===== config.mk =====
export PLATFORM = sky130hd
export DESIGN_NAME = ais_input_select
export DESIGN_NICKNAME = d
export VERILOG_FILES = /design/src/hw/ais_pkg.sv /design/src/hw/ais_input_select.sv
export SDC_FILE = /design/constraint.sdc
export NUM_CORES = 1
export LEC_CHECK = 0
export BUFFER_PORTS_ARGS = -buffer_cell sky130_fd_sc_hd__buf_2
export CORE_MARGIN = 1
export CORE_UTILIZATION = 55
export DETAILED_ROUTE_END_ITERATION = 10
export PLACE_DENSITY = 0.78
export SYNTH_ARGS = -nofsm -noshare
export SYNTH_HDL_FRONTEND = slang
export SYNTH_SLANG_ARGS = --single-unit

===== constraint.sdc =====
create_clock -name clock_in -period 2.5 [get_ports clock_in]
set_clock_uncertainty 0.05 [all_clocks]
set_input_delay 0.5 -clock clock_in [delete_from_list [all_inputs] [get_ports clock_in]]
set_output_delay 0.5 -clock clock_in [all_outputs]
set_load 0.1 [all_outputs]

===== src/hw/ais_pkg.sv =====
package ais_pkg;

    // register word addresses on the plain register port
    localparam logic [2:0] AIS_ADDR_INPUT_SELECT     = 3'h0;
    localparam logic [2:0] AIS_ADDR_PORT_CONFIG_LOW  = 3'h1;
    localparam logic [2:0] AIS_ADDR_PORT_CONFIG_HIGH = 3'h2;
    localparam logic [2:0] AIS_ADDR_SCAN_SELECT_LOW  = 3'h3;
    localparam logic [2:0] AIS_ADDR_CONTROL          = 3'h4;

    // input_select fields
    localparam int AIS_MUX_A_POS_LSB = 0;
    localparam int AIS_MUX_A_NEG_BIT = 7;
    localparam int AIS_MUX_B_POS_LSB = 8;
    localparam int AIS_MUX_B_NEG_BIT = 15;
    localparam logic [15:0] AIS_INPUT_SELECT_MASK = 16'h9f9f;

    // port_config_high fields
    localparam int AIS_HALF_BG_DIS_BIT = 0;
    localparam int AIS_BG_DIS_BIT      = 1;
    localparam logic [15:0] AIS_PORT_CONFIG_HIGH_MASK = 16'h0003;

    // control fields: alternate bit 0, scan enable bit 10, divider in bits 8-1 of the same word
    localparam int AIS_ALTERNATE_BIT = 0;
    localparam int AIS_SCAN_BIT      = 10;
    localparam logic [15:0] AIS_CONTROL_MASK = 16'h05ff;
    localparam int AIS_DIVIDER_LSB   = 1;

    // reset values
    localparam logic [15:0] AIS_RESET_VALUE = 16'h0000;

    // positive select encodings
    localparam logic [4:0] AIS_SEL_HALF_BANDGAP = 5'h10;
    localparam logic [4:0] AIS_SEL_BANDGAP      = 5'h11;

    // analog routing selection handed to the converter core
    typedef struct packed {
        logic [4:0] positive_select;
        logic       negative_is_input1;
    } ais_route_s;

    typedef struct packed {
        logic [2:0]  addr;
        logic [15:0] wdata;
        logic        write;
        logic        read;
    } ais_bus_s;

endpackage


===== src/hw/ais_input_select.sv =====
// The placing of the registers and strobed register access were chosen for this implementation.
`timescale 1ns/1ns
`default_nettype none

module ais_input_select
    import ais_pkg::*;
#(
    parameter int CHANNELS = 16
)
(
    // clock and reset
    input  wire logic        clock_in,
    input  wire logic        rstn_in,
    // register port
    input  wire ais_bus_s    bus_in,
    output logic [15:0]      rdata_out,
    // converter core handshake: one pulse per finished sample
    input  wire logic        sample_done_in,
    input  wire logic        converter_on_in,
    // routing to the sample and hold
    output ais_route_s       route_out,
    output logic             conv_clock_tick_out,
    output logic [CHANNELS-1:0] pin_digital_out,
    output logic [CHANNELS-1:0] pin_sample_enable_out
);

    // elaboration check: the register map serves sixteen analog pins only
    if (CHANNELS != 16)
    begin : g_channel_check
        $error("ais_input_select supports sixteen channels only");
    end

    // scan slots: 0-15 pins, 16 half band gap, 17 band gap
    localparam int         SLOT_COUNT = 18;
    localparam logic [4:0] SLOT_NONE  = 5'h1f;

    // bit positions of the write decode
    localparam int WR_INPUT_SELECT     = 0;
    localparam int WR_PORT_CONFIG_LOW  = 1;
    localparam int WR_PORT_CONFIG_HIGH = 2;
    localparam int WR_SCAN_SELECT_LOW  = 3;
    localparam int WR_CONTROL          = 4;

    // sample phase, Gray coded along first A, B, A, B ...
    typedef enum logic [1:0] {
        AIS_PH_FIRST_A = 2'b00,
        AIS_PH_B       = 2'b01,
        AIS_PH_A       = 2'b11
    } ais_phase_e;

    typedef struct packed {
        logic [15:0] input_select;
        logic [15:0] port_config_low;
        logic [1:0]  port_config_high;
        logic [15:0] scan_select_low;
        logic [10:0] control;
        logic [7:0]  divider;
        logic [7:0]  div_count;
        logic        tick;
        logic [4:0]  scan_pos;
        ais_phase_e  phase;
        logic [15:0] rdata;
        ais_route_s  route;
        logic [15:0] pin_digital;
        logic [15:0] pin_sample;
    } ais_state_s;

    ais_state_s state_reg;
    ais_state_s state_next;

    // next enabled scan slot above the current one; wraps to the lowest
    function automatic logic [4:0] next_slot
    (
        input logic [17:0] en,
        input logic [4:0]  cur
    );
        logic [4:0] found;
        logic       hit;
        found = cur;
        hit   = 1'b0;
        // first pass: nearest enabled slot above the current one
        for (int i = 0; i < SLOT_COUNT; i++)
        begin
            if (!hit && en[i] && 5'(i) > cur)
            begin
                found = 5'(i);
                hit   = 1'b1;
            end
        end
        // second pass: wrap to the lowest enabled slot
        for (int i = 0; i < SLOT_COUNT; i++)
        begin
            if (!hit && en[i])
            begin
                found = 5'(i);
                hit   = 1'b1;
            end
        end
        // no slot enabled: the position holds
        return found;
    endfunction

    // decoded controls and helpers of the next-state logic
    logic [17:0] scan_en;
    logic        scan_on;
    logic        alt_on;
    logic        use_b;
    logic        advance_scan;
    logic [4:0]  wr_sel;
    logic [15:0] read_word;
    logic [4:0]  pos_sel;
    logic        neg_sel;

    always_comb
    begin
        // every field holds unless a rule below moves it
        state_next   = state_reg;
        scan_on      = state_reg.control[AIS_SCAN_BIT];
        alt_on       = state_reg.control[AIS_ALTERNATE_BIT];
        use_b        = (state_reg.phase == AIS_PH_B);
        advance_scan = 1'b0;
        wr_sel       = 5'h00;
        read_word    = 16'h0000;
        pos_sel      = 5'h00;
        neg_sel      = 1'b0;

        // scan membership
        scan_en[17]   = ~state_reg.port_config_high[AIS_BG_DIS_BIT];
        scan_en[16]   = ~state_reg.port_config_high[AIS_HALF_BG_DIS_BIT];
        scan_en[15:0] = state_reg.scan_select_low;

        // write decode: one enable per register, none for unmapped addresses
        if (bus_in.write)
        begin
            case (bus_in.addr)
                AIS_ADDR_INPUT_SELECT:
                begin
                    wr_sel[WR_INPUT_SELECT] = 1'b1;
                end
                AIS_ADDR_PORT_CONFIG_LOW:
                begin
                    wr_sel[WR_PORT_CONFIG_LOW] = 1'b1;
                end
                AIS_ADDR_PORT_CONFIG_HIGH:
                begin
                    wr_sel[WR_PORT_CONFIG_HIGH] = 1'b1;
                end
                AIS_ADDR_SCAN_SELECT_LOW:
                begin
                    wr_sel[WR_SCAN_SELECT_LOW] = 1'b1;
                end
                AIS_ADDR_CONTROL:
                begin
                    wr_sel[WR_CONTROL] = 1'b1;
                end
                default:
                begin
                    wr_sel = 5'h00;
                end
            endcase
        end

        // register writes land at the edge that samples the strobe
        if (wr_sel[WR_INPUT_SELECT])
        begin
            // unimplemented bits 14-13 and 6-5 stay zero
            state_next.input_select = bus_in.wdata & AIS_INPUT_SELECT_MASK;
        end
        if (wr_sel[WR_PORT_CONFIG_LOW])
        begin
            state_next.port_config_low = bus_in.wdata;
        end
        if (wr_sel[WR_PORT_CONFIG_HIGH])
        begin
            state_next.port_config_high = bus_in.wdata[1:0];
        end
        if (wr_sel[WR_SCAN_SELECT_LOW])
        begin
            state_next.scan_select_low = bus_in.wdata;
        end
        if (wr_sel[WR_CONTROL])
        begin
            state_next.control[10]  = bus_in.wdata[AIS_SCAN_BIT];
            state_next.control[9:1] = 9'h000;
            state_next.control[0]   = bus_in.wdata[AIS_ALTERNATE_BIT];
            state_next.divider      = bus_in.wdata[AIS_DIVIDER_LSB +: 8];
        end

        // reads: the word stands in the cycle after the strobe, zero otherwise
        if (bus_in.read)
        begin
            case (bus_in.addr)
                AIS_ADDR_INPUT_SELECT:
                begin
                    read_word = state_reg.input_select;
                end
                AIS_ADDR_PORT_CONFIG_LOW:
                begin
                    read_word = state_reg.port_config_low;
                end
                AIS_ADDR_PORT_CONFIG_HIGH:
                begin
                    read_word = {14'h0000, state_reg.port_config_high};
                end
                AIS_ADDR_SCAN_SELECT_LOW:
                begin
                    read_word = state_reg.scan_select_low;
                end
                AIS_ADDR_CONTROL:
                begin
                    read_word[AIS_SCAN_BIT]         = state_reg.control[10];
                    read_word[AIS_DIVIDER_LSB +: 8] = state_reg.divider;
                    read_word[AIS_ALTERNATE_BIT]    = state_reg.control[0];
                end
                default:
                begin
                    read_word = 16'h0000;
                end
            endcase
        end
        state_next.rdata = read_word;

        // conversion clock: one tick every divider plus one system clocks
        if (state_reg.div_count >= state_reg.divider)
        begin
            state_next.div_count = 8'h00;
            state_next.tick      = 1'b1;
        end
        else
        begin
            state_next.div_count = state_reg.div_count + 8'h01;
            state_next.tick      = 1'b0;
        end

        // sample phase: an idle converter restarts on A
        if (!converter_on_in)
        begin
            state_next.phase = AIS_PH_FIRST_A;
        end
        else if (sample_done_in)
        begin
            case (state_reg.phase)
                AIS_PH_FIRST_A:
                begin
                    if (alt_on)
                    begin
                        state_next.phase = AIS_PH_B;
                    end
                    else
                    begin
                        state_next.phase = AIS_PH_FIRST_A;
                    end
                end
                AIS_PH_A:
                begin
                    if (alt_on)
                    begin
                        state_next.phase = AIS_PH_B;
                    end
                    else
                    begin
                        state_next.phase = AIS_PH_A;
                    end
                end
                AIS_PH_B:
                begin
                    state_next.phase = AIS_PH_A;
                end
                default:
                begin
                    state_next.phase = AIS_PH_FIRST_A;
                end
            endcase
        end

        // scan position: an idle converter parks it on the lowest enabled slot
        if (!converter_on_in)
        begin
            state_next.scan_pos = next_slot(scan_en, SLOT_NONE);
        end
        else if (sample_done_in && scan_on)
        begin
            // with alternation the scan steps on when the B sample finishes
            if (!alt_on || use_b)
            begin
                advance_scan = 1'b1;
            end
        end
        if (advance_scan)
        begin
            state_next.scan_pos = next_slot(scan_en, state_reg.scan_pos);
        end

        // routing for the sample in progress
        if (use_b)
        begin
            pos_sel = state_reg.input_select[AIS_MUX_B_POS_LSB +: 5];
            neg_sel = state_reg.input_select[AIS_MUX_B_NEG_BIT];
        end
        else if (scan_on)
        begin
            pos_sel = state_reg.scan_pos;
            neg_sel = state_reg.input_select[AIS_MUX_A_NEG_BIT];
        end
        else
        begin
            pos_sel = state_reg.input_select[AIS_MUX_A_POS_LSB +: 5];
            neg_sel = state_reg.input_select[AIS_MUX_A_NEG_BIT];
        end

        // codes 0-15 pick a pin, 10000 half band gap, 10001 band gap
        state_next.route.positive_select    = pos_sel;
        state_next.route.negative_is_input1 = neg_sel;

        // pin mode: one is digital with port reads, zero is analog and sampled
        state_next.pin_digital = state_reg.port_config_low;
        state_next.pin_sample  = ~state_reg.port_config_low;
    end

    always_ff @(posedge clock_in or negedge rstn_in)
    begin
        if (!rstn_in)
            state_reg <= '0;
        else
            state_reg <= state_next;
    end

    assign rdata_out             = state_reg.rdata;
    assign route_out             = state_reg.route;
    assign conv_clock_tick_out   = state_reg.tick;
    assign pin_digital_out       = state_reg.pin_digital;
    assign pin_sample_enable_out = state_reg.pin_sample;

endmodule

`default_nettype wire


Word-level counts from Yosys, hierarchy flattened

Cells that the tools add are included.

Register bits after elaboration: 126
Input port bits: 25
Output and inout port bits: 55
Logic and storage cells: 358

Add/subtract/negate cells: 1
$lt $le $gt $ge: 19
Equality and inequality tests: 9
Multiplexer cells: 183
Bitwise logic cells: 3
Reduce and logical (&&, ||, !) cells: 128

Operators by type and width:

| kind                                                                | number |
|---|---|
| 5-bit two-way mux                                                   | 59 |
| 1-bit two-way mux                                                   | 114 |
| 1-bit logical AND                                                   | 71 |
| 1-bit zero test                                                     | 53 |
| 9-bit one-hot mux with 5 select lines                               | 1 |
| 4-bit by 5-bit > comparator with 1-bit output, first input constant | 8 |
| 37-bit by 1-bit != test with 1-bit output, second input constant    | 1 |
| 3-bit by 5-bit > comparator with 1-bit output, first input constant | 4 |
| 16-bit two-way mux                                                  | 1 |
| 16-bit NOT                                                          | 1 |
| 5-bit one-hot mux with 3 select lines                               | 1 |
| 1-bit by 5-bit > comparator with 1-bit output, first input constant | 2 |
| 2-bit by 5-bit > comparator with 1-bit output, first input constant | 2 |
| 5-bit > comparator, first input constant                            | 2 |
| 9-bit two-way mux                                                   | 1 |
| 8-bit by 1-bit adder with 8-bit output, second input constant       | 1 |
| 8-bit >= comparator                                                 | 1 |
| 3-bit by 2-bit == test with 1-bit output, second input constant     | 2 |
| 2-bit two-way mux                                                   | 3 |
| 2-bit one-hot mux with 3 select lines                               | 1 |
| 1-bit one-hot mux with 4 select lines                               | 1 |
| 3-bit by 1-bit == test with 1-bit output, second input constant     | 1 |
| 3-bit == test, second input constant                                | 1 |
| 3-bit zero test                                                     | 1 |
| 9 further kinds                                                     | 10 |

Logic depth before layout (Yosys ltp)

Gate-level depths: netlist of run 1.

Depth after elaboration: 163
Mapped depth: 9
Mapped depth without buffers: 9

Least setup slack after synthesis of run 1

No wires, ideal clock.

Kind: reg-to-reg
From: reg state_reg (netlist bit scan_en[3])
To: reg state_reg[56] in the netlist's numbering
Setup time: 0.121 ns
Arrival: 2.005 ns
Data required time: 2.329 ns
Path slack: 0.324 ns
Stages on the path, launching flop included: 9
Buffers on the path: 1
Period minus slack after synthesis: 2.176 ns
Cells stage by stage: dfrtp_1 buf_2 or2_1 o2111ai_2 nand3_2 or2_4 a2bb2oi_1 a221o_1 a22o_1

Longest elaborated chain between the ends: 146
Elaborated cells on any way between the ends: 253
Those cells by class: 1 x eq/ne; 142 x mux; 110 x reduce/logical

RTL lines:

| what                                                                                                   | RTL line                | RTL |
|---|---|---|
| start: declaration                                                                                     | ais_input_select.sv:68  | `ais_state_s state_reg;` |
| start signal: assignment                                                                               | ais_input_select.sv:325 | `state_reg <= state_next;` |
| 1-bit logical AND (2 in series)                                                                        | ais_input_select.sv:84  | `if (!hit && en[i] && 5'(i) > cur)` |
| 1-bit two-way mux                                                                                      | ais_input_select.sv:84  |  |
| 1-bit two-way mux                                                                                      | ais_input_select.sv:289 | `if (advance_scan)` |
| 1-bit zero test                                                                                        | ais_input_select.sv:84  |  |
| 1-bit logical AND (2 in series)                                                                        | ais_input_select.sv:84  |  |
| 1-bit two-way mux                                                                                      | ais_input_select.sv:84  |  |
| 1-bit two-way mux                                                                                      | ais_input_select.sv:289 |  |
| 1-bit zero test                                                                                        | ais_input_select.sv:84  |  |
| [128 not listed]                                                                                       | n/a                     |  |
| 1-bit zero test                                                                                        | ais_input_select.sv:93  | `if (!hit && en[i])` |
| 1-bit logical AND                                                                                      | ais_input_select.sv:93  |  |
| 1-bit two-way mux                                                                                      | ais_input_select.sv:93  |  |
| 1-bit two-way mux                                                                                      | ais_input_select.sv:289 |  |
| 1-bit zero test                                                                                        | ais_input_select.sv:93  |  |
| 1-bit logical AND                                                                                      | ais_input_select.sv:93  |  |
| 37-bit by 1-bit != test with 1-bit output (no source line) / 5-bit two-way mux (equally long branches) | n/a                     |  |
| 2-bit AND reduction (no source line) / 5-bit two-way mux (equally long branches)                       | n/a                     |  |

Several ways; a longest one is shown, not always the timed one. The select of a mux whose other input is x is not followed.
A chain may end at the register's enable or synchronous reset.

Worst setup path in the final report of run 1

From: reg state_reg[60] in the netlist's numbering
To: reg state_reg[57] in the netlist's numbering

Longest elaborated chain between the ends: 161
Elaborated cells on any way between the ends: 214
Those cells by class: 18 x order compare; 1 x eq/ne; 106 x mux; 89 x reduce/logical

RTL lines:

| what                                                                                                   | RTL line |
|---|---|
| 1-bit by 5-bit > comparator with 1-bit output                                                          | ais_input_select.sv:84 |
| 1-bit logical AND                                                                                      | ais_input_select.sv:84 |
| 1-bit two-way mux                                                                                      | ais_input_select.sv:84 |
| 1-bit two-way mux                                                                                      | ais_input_select.sv:289 |
| 1-bit zero test                                                                                        | ais_input_select.sv:84 |
| 1-bit logical AND (2 in series)                                                                        | ais_input_select.sv:84 |
| 1-bit two-way mux                                                                                      | ais_input_select.sv:84 |
| 1-bit two-way mux                                                                                      | ais_input_select.sv:289 |
| [144 not listed]                                                                                       | n/a |
| 1-bit zero test                                                                                        | ais_input_select.sv:93 |
| 1-bit logical AND                                                                                      | ais_input_select.sv:93 |
| 1-bit two-way mux                                                                                      | ais_input_select.sv:93 |
| 1-bit two-way mux                                                                                      | ais_input_select.sv:289 |
| 1-bit zero test                                                                                        | ais_input_select.sv:93 |
| 1-bit logical AND                                                                                      | ais_input_select.sv:93 |
| 37-bit by 1-bit != test with 1-bit output (no source line) / 5-bit two-way mux (equally long branches) | n/a |
| 2-bit AND reduction (no source line) / 5-bit two-way mux (equally long branches)                       | n/a |

Several ways; a longest one is shown, not always the timed one. The select of a mux whose other input is x is not followed.

==> results.txt, run 1 <==
----------------------------------------------------
[Timing]
  Setup total negative slack ... 0 ns
  Setup WS post-layout ... 0.116 ns
  Final min period ... 2.38 ns
  Total of endpoints with negative setup slack in the final report ... 0
  Max transition margin ... 0.591
  Final Hold Violating Endpoints ... 0
  Slew at the pin with the worst max-slew slack ... 0.609 ns
  Achievable frequency ... 419 MHz
  Fin crit share ... 0.954
  Final Max Tran Viols ... 0

[Clock network]
  Clock sink count ... 126
  Clock Root Buffer ... clkbuf_16
  Hold buffer count at cts ... 0
  Number of buffers inserted during clock tree synthesis ... 17
  Buffer depth of the longest clock path ... 2
  Clock latency at the later pin of the worst-skew pair ... 0.42 ns
  H-tree Lvls ... 4
  Clock tree from TritonCTS ... done
  Clk pin slew, worst setup/hold paths ... 0.06 ns

[Setup path]
  Required time of the critical path ... 2.75 ns
  Reg-to-Reg End ... state_reg[57]$_DFFE_PN0P_
  Largest fanout on the critical path ... 11
  R2r startpoint ... state_reg[60]$_DFFE_PN0P_
  Worst R2R Setup Slack ... 0.12 ns
  Worst Setup End Kind ... register
  Worst endpoint data arrival time ... 2.63 ns
  Start point of the critical path ... state_reg[60]$_DFFE_PN0P_
  Critical path launch point type ... register
  Critical Setup Path Class ... register to register
  R2r worst-path depth ... 8

[Die]
  Die outline height ... 109 um
  Starting utilization of the core area ... 0.573
  Placement Rows ... 38
  Width of the die ... 109 um
  Num ports ... 80
  Overall die area ... 0.0119 sq mm
  Core Area ... 0.0110 sq mm

[Global route]
  Initial antenna violation count ... 0
  Global-route usage over all layers ... 0.283
  GRT overflow ... 0
  Largest net degree at the start of global routing ... 53
  Via count of the first global-routing pass ... 4833
  Global-route wire length before repair ... 24700 um

[Placement]
  Final weighted congestion in routability-driven placement ... 0.934
  Detailed-placement wirelength estimate ... 10700 um
  Minimum setup slack after placement ... -0.0263 ns
  Number of port buffers ... 79

[Synth]
  Share of synthesized flip-flops with an asynchronous set or reset ... 1.00
  Synthesized netlist net count ... 646
  Largest area contributor in the netlist ... dfrtp_1
  Number of distinct library cells after synthesis ... 71
  Top-count cell post-synth ... dfrtp_1
  Yosys Warn Count ... 0
  Most common flop cell mapped by yosys ... dfrtp_1
  Post-Synthesis Cell Area ... 0.00630 sq mm
  Gate count of the mapped netlist ... 612
  Sequential share of the synthesized area ... 0.501
  Number of flops mapped to enable cells by yosys ... 0
  Top cell type's share of synthesized area ... 0.501
  Avg Synthesized Cell Area ... 10.3 sq um
  Yosys reg bits ... 126
  Leading post-synthesis cells by instance count ... dfrtp_1, buf_4, nand2_1
  Dominant cells by area after synthesis ... dfrtp_1, buf_4, mux2_2, o21ai_0, nand2_1

[Routing]
  Post-Route WL ... 15300 um
  DRC violation total after the first TritonRoute iteration ... 386
  Routed vias/inst ... 5.88
  Detailed-route wire length per cell ... 18.8 um
  Final ANT Viol Nets ... 0
  DRC Markers ... 0
  Detailed-routing iteration count for the pre-antenna-repair pass ... 4
  Via count ... 4783

[Power and ir drop]
  Power density of the placed cells ... 1150 mW/mm^2
  Reported leakage power ... 3.36 nW
  Peak supply drop ... 0.851 mV

[Final layout]
  Number of diodes ... 0
  Finished Core Util ... 0.661
  Share of final-layout standard cells stronger than drive strength 1 ... 0.303
  Area growth from synthesis to layout ... 15.2%
  Nets ... 694
  Flip-flop count of the largest register after layout ... 37
  Filler Cells Inserted ... 838

[Flow run]
  Max cap viols ... 0

[Run status]
  Run status ... finished, final reports clean

[Min path]
  Worst hold-check path type ... input pin to asynchronous set/reset pin

----------------------------------------------------
-- power by group --
group          total, W  leakage (nW)  switching, W  internal [W]
Sequential      0.00287          1.54      0.000397       0.00247
Combinational   0.00299          1.54       0.00215      0.000845
Clock           0.00247         0.281      0.000924       0.00155
Total           0.00833          3.36       0.00347       0.00486
-- layer usage --
| metal | vias to the layer above | GRT usage | part of all wire |
|---|---|---|---|
| met5 | - | 0 | 0 |
| met4 | 0 | 0.140 | 0.023 |
| met3 | 29 | 0.0580 | 0.067 |
| met2 | 220 | 0.441 | 0.47 |
| met1 | 2354 | 0.376 | 0.44 |
| li1 | 2180 | - | - |
-- layout make-up --
cell class | count | area [sq um] | area share
Inverter | 33 | 124 | 0.0171
Tap cell | 140 | 175 | 0.0241
Clock buffer | 20 | 467 | 0.0643
Clock inverter | 12 | 134 | 0.0184
Sequential cell | 126 | 3160 | 0.435
Timing Repair Buffer | 111 | 676 | 0.0931
Multi-Input combinational cell | 371 | 2530 | 0.348
-- placed cells by master, fill, tap and decap left out, types with 3 or more instances in the layout --
master	count
clkbuf_16	17
inv_1	33
a32oi_2	3
nor3_2	4
nand3_1	20
nor2_1	34
nand2b_1	10
dfrtp_1	123
or2_2	4
nand2_1	56
mux2i_1	11
xor2_1	5
buf_4	30
nand3b_1	3
ha_1	9
a21oi_1	14
a22oi_1	10
o21a_1	3
o21ai_1	3
and3_1	5
nor3_1	7
nand4_1	4
mux2_2	33
clkbuf_8	3
a21boi_0	4
o21ai_0	52
buf_2	78
o221ai_1	5
o211ai_1	3
clkinvlp_4	5
dfrtp_2	3
buf_12	3
nor2b_1	9
and2_1	11
-- kinds of logic after synthesis --
family / after synthesis / synth area share
xor gates and xnor gates: 6 / 0.00834
AOI/OAI and AO/OA: 129 / 0.138
buffers and inverters: 115 / 0.106
DFF: 126 / 0.501
and+or+nand+nor: 181 / 0.145
muxes: 46 / 0.0836
adders and majority gates: 9 / 0.0179
-- critical path: stages, from the launching register on --
cell	delay, ns
dfrtp_2	0.48
nor2_1	0.35
a32oi_2	0.25
buf_4	0.19
and2_1	0.14
nor2b_1	0.12
a2111oi_0	0.41
o32a_1	0.23
o21ai_1	0.06
-- per-stage QoR --
step | area [sq um] | instances | hold slack [ns] | power (W)
6_report | 7260 | 813 | 0.0158 | 0.00833
5_1_grt | 7260 | 813 | 0.0407 | 0.00870
4_1_cts | 7210 | 812 | 0.0165 | 0.00831
3_5_place_dp | 6610 | 780 | 0.310 | 0.00580
3_3_place_gp | 6610 | 780 | 0.307 | 0.00575
2_1_floorplan | 6300 | 612 | 0.154 | 0.00533
-- worst max-delay path by stage --
stage | endpoint | slack (ns) | depth (start not counted)
finish | state_reg[57]$_DFFE_PN0P_ | 0.12 | 8
global route | state_reg[59]$_DFFE_PN0P_ | -0.04 | 7
CTS | state_reg[59]$_DFFE_PN0P_ | 0.01 | 8
detailed placement | state_reg[59]$_DFFE_PN0P_ | -0.03 | 7
global placement | state_reg[59]$_DFFE_PN0P_ | 0.02 | 7
floorplan | state_reg[56]$_DFFE_PN0P_ | 0.32 | 8
-- timing repair --
item	in CTS	in global routing
setup buffers	0	1
pin swaps	0	1
setup endpoints to repair	1	5
gates resized for setup	1	9
gates cloned	0	0
Power figures use the tool's default switching activity.
==> inputs of run 2 (changes only) <==
--- a/config.mk
+++ b/config.mk
@@ -5,11 +5,12 @@
 export SDC_FILE = /design/constraint.sdc
 export NUM_CORES = 1
 export LEC_CHECK = 0
-export BUFFER_PORTS_ARGS = -buffer_cell sky130_fd_sc_hd__buf_2
+export CORE_ASPECT_RATIO = 1.2
 export CORE_MARGIN = 1
 export CORE_UTILIZATION = 55
 export DETAILED_ROUTE_END_ITERATION = 10
-export PLACE_DENSITY = 0.78
+export DONT_BUFFER_PORTS = 1
+export PLACE_DENSITY = 0.72
 export SYNTH_ARGS = -nofsm -noshare
 export SYNTH_HDL_FRONTEND = slang
 export SYNTH_SLANG_ARGS = --single-unit
==> results.txt, run 2 (synthesis gave the netlist of run 1 again) <==
----------------------------------------------------
[Timing]
  Slew at the pin with the worst max-slew slack ... 0.890 ns
  Max transition margin ... 0.407
  Worst-case hold slack ... -0.274 ns
  Final Hold Violating Endpoints ... 126
  Total of endpoints with negative setup slack in the final report ... 0
  Setup repair after global routing missed its margin ... no
  Final Max Tran Viols ... 0
  Final min period ... 2.38 ns
  Setup total negative slack ... 0 ns
  Achievable frequency ... 420 MHz
  Fin crit share ... 0.953
  Setup WS post-layout ... 0.118 ns

[Global route]
  Global-route usage over all layers ... 0.284
  GRT overflow ... 0
  Initial antenna violation count ... 0
  Global-route wire length before repair ... 25100 um
  Largest net degree at the start of global routing ... 127
  Via count of the first global-routing pass ... 4676

[Setup path]
  R2r startpoint ... scan_en[9]$_DFFE_PN0P_
  Critical Setup Path Class ... register to register
  Critical path launch point type ... register
  Cell with the largest stage delay on the worst path ... dfrtp_1
  Start point of the critical path ... scan_en[9]$_DFFE_PN0P_
  Crit path depth ... 7
  Top cell family by delay on the critical path ... compound AO/OA/AOI/OAI gates
  Crit-path max cell delay ... 0.48 ns
  Largest fanout on the critical path ... 7
  Buffers and inverters on the worst path ... 0
  Required time of the critical path ... 2.75 ns
  Worst R2R Setup Slack ... 0.12 ns
  Reg-to-Reg End ... state_reg[56]$_DFFE_PN0P_
  Critical path capture point ... state_reg[56]$_DFFE_PN0P_
  Worst endpoint data arrival time ... 2.63 ns
  Worst Setup End Kind ... register
  Cell breakdown of the critical path ... or2_2 > a2bb2oi_1 > nand4_2 > or2_4 > a2bb2oi_1 > a221o_1 > a22o_1
  R2r worst-path depth ... 7
  Crit-path most repeated cell ... a2bb2oi_1

[Flow run]
  Max cap viols ... 0

[Clock network]
  Clock sink count ... 126
  Clock Root Buffer ... clkbuf_16
  Clock tree from TritonCTS ... done
  Buffer depth of the longest clock path ... 2
  Clock latency at the later pin of the worst-skew pair ... 0.42 ns
  Number of buffers inserted during clock tree synthesis ... 17
  H-tree Lvls ... 4
  Clk pin slew, worst setup/hold paths ... 0.06 ns

[Die]
  Placement Rows ... 42
  Starting utilization of the core area ... 0.568
  Core Area ... 0.0111 sq mm
  Die outline height ... 119 um
  Num ports ... 80
  Width of the die ... 99.7 um
  Overall die area ... 0.0119 sq mm

[Final layout]
  FF+latch area ... 0.00316 sq mm
  Area growth from synthesis to layout ... 14.4%
  Most common cell after layout, fill and taps aside ... dfrtp_1
  Post-layout instance count excluding filler cells ... 797
  Filler Cells Inserted ... 880
  Flip-flop count of the largest register after layout ... 37
  Nets ... 664
  Multi-input combinational cell area ... 0.00253 sq mm
  Share of final-layout standard cells stronger than drive strength 1 ... 0.266
  Commonest non-fill, non-tap cells in the layout ... dfrtp_1, buf_4, nand2_1, o21ai_0, nor2_1
  Number of diodes ... 0
  Finished Core Util ... 0.650

[Routing]
  DRC violation total after the first TritonRoute iteration ... 233
  Detailed-route wire length per cell ... 19.5 um
  Routed vias/inst ... 5.74
  Final ANT Viol Nets ... 0
  Via count ... 4571
  Post-Route WL ... 15500 um
  DRC Markers ... 0
  Detailed-routing iteration count for the pre-antenna-repair pass ... 5

[Power and ir drop]
  Peak supply drop ... 0.714 mV
  Power density of the placed cells ... 1150 mW/mm^2
  Reported leakage power ... 3.26 nW

[Run status]
  Failing checks ... hold timing
  Run status ... complete, but fails checks

[Placement]
  Detailed-placement wirelength estimate ... 11100 um
  Number of port buffers ... 0
  Minimum setup slack after placement ... -0.0525 ns
  Placed Instances ... 761
  Final weighted congestion in routability-driven placement ... 0.927

[Min path]
  Worst hold-check path type ... input pin to asynchronous set/reset pin

----------------------------------------------------
-- run 2: changes by cell type in the layout (fill, tap and decap cells not counted), moves of 2 or more --
cell	previous run	this run
buf_12	3	0
clkinvlp_4	5	2
buf_2	78	0
dfrtp_2	3	5
dfrtp_1	123	121
buf_4	30	81
clkbuf_8	3	1
clkbuf_1	0	4
-- run 2: how the worst min path moves through the flow --
stage,end,start,slack [ns]
floorplan,alt_on$_DFFE_PN0P_,rstn_in,0.15
global placement,conv_clock_tick_out$_DFF_PN0_,rstn_in,0.16
detailed placement,conv_clock_tick_out$_DFF_PN0_,rstn_in,0.16
CTS,state_reg[55]$_DFFE_PN0P_,rstn_in,-0.29
global route,state_reg[74]$_DFFE_PN0P_,rstn_in,-0.29
finish,state_reg[55]$_DFFE_PN0P_,rstn_in,-0.27
-- run 2: worst reg2reg max path, delay by kind of cell (launching register included) --
kind	cells	cell delay, ns
compound gates	4	0.92
flops	1	0.48
simple gates	3	0.84
-- run 2: area by class of cell --
| class | count | share of cell area |
|---|---|---|
| Clock inverter | 10 | 0.0191 |
| Multi-Input combinational cell | 371 | 0.351 |
| Sequential cell | 126 | 0.438 |
| Clock buffer | 22 | 0.0630 |
| Inverter | 33 | 0.0172 |
| Timing Repair Buffer | 81 | 0.0844 |
| Tap cell | 154 | 0.0267 |
-- run 2: through the flow --
step | instance area (sq um) | hold WS (ns) | power (W)
after detailed placement | 6530 | 0.156 | 0.00580
final | 7210 | -0.274 | 0.00832
after floorplan | 6300 | 0.154 | 0.00533
after CTS | 7130 | -0.286 | 0.00830
after global placement | 6530 | 0.157 | 0.00576
after global routing | 7210 | -0.292 | 0.00869
-- run 2: power breakdown --
group          total, W  switching, W  internal, W  leakage, nW
combinational   0.00267       0.00176     0.000909         1.44
clock           0.00246      0.000872      0.00159        0.284
sequential      0.00319      0.000722      0.00247         1.54
-- run 2: per-layer routing --
metal | up-vias | global-route usage | part of all wire | wire length (um)
met1 | 2273 | 0.367 | 0.43 | 6630
met5 | - | 0 | 0 | 0
met2 | 150 | 0.455 | 0.49 | 7600
met3 | 29 | 0.0687 | 0.054 | 835
met4 | 0 | 0.117 | 0.029 | 446
li1 | 2119 | - | - | -
-- run 2: what timing repair did --
| item | CTS | global route |
|---|---|---|
| endpoints found under the setup margin | 3 | 5 |
| hold endpoints to repair | 126 | 126 |
| buffers inserted | 0 | 4 |
| gates resized for setup | 3 | 9 |
==> inputs of run 3 (changes only) <==
==> constraint.sdc (replaced) <==
create_clock -name clock_in -period 2.8 [get_ports clock_in]
set_clock_uncertainty 0.05 [all_clocks]
set_input_delay 0.56 -clock clock_in [delete_from_list [all_inputs] [get_ports clock_in]]
set_output_delay 0.56 -clock clock_in [all_outputs]
set_load 0.1 [all_outputs]
==> results.txt, run 3 (synthesis gave the netlist of run 1 again) <==
----------------------------------------------------
[Die]
  Starting utilization of the core area ... 0.568
  Core Area ... 0.0111 sq mm
  Num ports ... 80
  Overall die area ... 0.0119 sq mm
  Die outline height ... 119 um
  Placement Rows ... 42
  Width of the die ... 99.7 um

[Power and ir drop]
  Power density of the placed cells ... 1060 mW/mm^2
  Reported leakage power ... 2.98 nW
  Peak supply drop ... 0.493 mV

[Timing]
  Setup repair after global routing missed its margin ... no
  Setup total negative slack ... 0 ns
  Achievable frequency ... 385 MHz
  Max transition margin ... 0.410
  Total of endpoints with negative setup slack in the final report ... 0
  Slew at the pin with the worst max-slew slack ... 0.885 ns
  Final Hold Violating Endpoints ... 126
  Fin crit share ... 0.928
  Worst-case hold slack ... -0.211 ns
  Final min period ... 2.60 ns
  Final Max Tran Viols ... 0

[Setup path]
  Largest fanout on the critical path ... 15
  Critical path launch point type ... register
  Worst endpoint data arrival time ... 2.85 ns
  Critical Setup Path Class ... register to register
  Cell with the largest stage delay on the worst path ... dfrtp_1
  Required time of the critical path ... 3.05 ns
  Crit-path max cell delay ... 0.62 ns
  Worst Setup End Kind ... register
  Cell breakdown of the critical path ... nand2_1 > a32oi_1 > nand4_2 > or2_4 > a2bb2oi_1 > a221o_1 > a22o_1

[Global route]
  GRT overflow ... 0
  Initial antenna violation count ... 0
  Via count of the first global-routing pass ... 4183
  Global-route usage over all layers ... 0.267
  Largest net degree at the start of global routing ... 127
  Global-route wire length before repair ... 23400 um

[Placement]
  Detailed-placement wirelength estimate ... 10300 um
  Area post-placement ... 0.00613 sq mm
  Final weighted congestion in routability-driven placement ... 0.862
  Number of port buffers ... 0

[Clock network]
  Clock Root Buffer ... clkbuf_16
  Number of buffers inserted during clock tree synthesis ... 17
  Clock latency at the later pin of the worst-skew pair ... 0.42 ns
  Post-CTS sizing ... 0
  Buffer depth of the longest clock path ... 2
  Clock tree from TritonCTS ... done
  Clock sink count ... 126
  Clk pin slew, worst setup/hold paths ... 0.05 ns
  Setup repair bufs after CTS ... 0
  H-tree Lvls ... 4

[Final layout]
  Number of diodes ... 0
  Share of final-layout standard cells stronger than drive strength 1 ... 0.180
  Final std cell area, no fill ... 0.00674 sq mm
  Commonest non-fill, non-tap cells in the layout ... dfrtp_1, nand2_1, o21ai_0, nor2_1
  Filler Cells Inserted ... 891
  Area growth from synthesis to layout ... 6.93%
  Multi-input combinational cell area ... 0.00248 sq mm
  Most common cell after layout, fill and taps aside ... dfrtp_1
  FF+latch area ... 0.00315 sq mm
  Nets ... 606
  Flip-flop count of the largest register after layout ... 37

[Min path]
  Worst hold-check path type ... input pin to asynchronous set/reset pin

[Routing]
  DRC Markers ... 0
  Routed vias/inst ... 5.87
  Via count ... 4331
  DRC violation total after the first TritonRoute iteration ... 416
  Final ANT Viol Nets ... 0
  Detailed-route wire length per cell ... 19.6 um
  Detailed-routing iteration count for the pre-antenna-repair pass ... 7
  Post-Route WL ... 14500 um

[Flow run]
  Max cap viols ... 0

[Run status]
  Failing checks ... hold timing
  Run status ... complete, but fails checks

----------------------------------------------------
[run 3: cell types whose count changed in the layout (fill, tap and decap cells not counted), sizes merged]
| cell | change |
|---|---|
| buf | -58 |
| clkinvlp | -1 |
[run 3: worst max-delay path, delay by kind of cell (launching register included)]
kind             cells  cell delay, ns
flip-flops           1            0.62
AND/OR/NAND/NOR      3            0.72
AO/OA/AOI/OAI        4            1.11
[run 3: layout make-up]
type	count	area share
timing repair buffer	23	0.0256
tap	154	0.0286
clock inverter	9	0.0199
inverter	33	0.0184
multi-input combinational	371	0.369
sequential	126	0.468
clock buffer	22	0.0704
[run 3: final timing paths]
path / cells past startpoint / end / start / slack [ns]
hold reg to reg: 0 / pin_digital_out[2]$_DFF_PN0_ / state_next[18]$_DFFE_PN0P_ / 0.31
hold / removal: 0 / conv_clock_tick_out$_DFF_PN0_ / rstn_in / -0.21
min in group clock_in: 1 / state_reg[54]$_DFFE_PN0P_ / converter_on_in / 0.21
setup reg to reg: 7 / state_reg[56]$_DFFE_PN0P_ / state_reg[59]$_DFFE_PN0P_ / 0.20
setup / recovery: 7 / state_reg[56]$_DFFE_PN0P_ / state_reg[59]$_DFFE_PN0P_ / 0.20
max in group asynchronous: 0 / scan_en[11]$_DFFE_PN0P_ / rstn_in / 2.65
[run 3: report_power, final]
part	internal (W)	total [W]	leakage [nW]	switching [W]
Sequential	0.00218	0.00364	1.55	0.00146
Clock	0.00147	0.00224	0.297	0.000771
Combinational	0.000600	0.00128	1.14	0.000681
Total	0.00425	0.00716	2.98	0.00291
[run 3: per-stage QoR]
stage                     setup WS [ns]  cells  utilization  power (W)
final                             0.202    738        0.607    0.00716
after global routing             0.0118    738        0.607    0.00749
after CTS                         0.231    738        0.607    0.00718
after detailed placement          0.240    707        0.553    0.00493
after global placement            0.203    707        0.553    0.00490
after floorplan                   0.624    612            -    0.00476
[run 3: per-layer routing]
layer	share of wire	GRT usage
met1	0.43	0.362
met2	0.48	0.404
met3	0.073	0.0851
met4	0.018	0.0864
met5	0	0
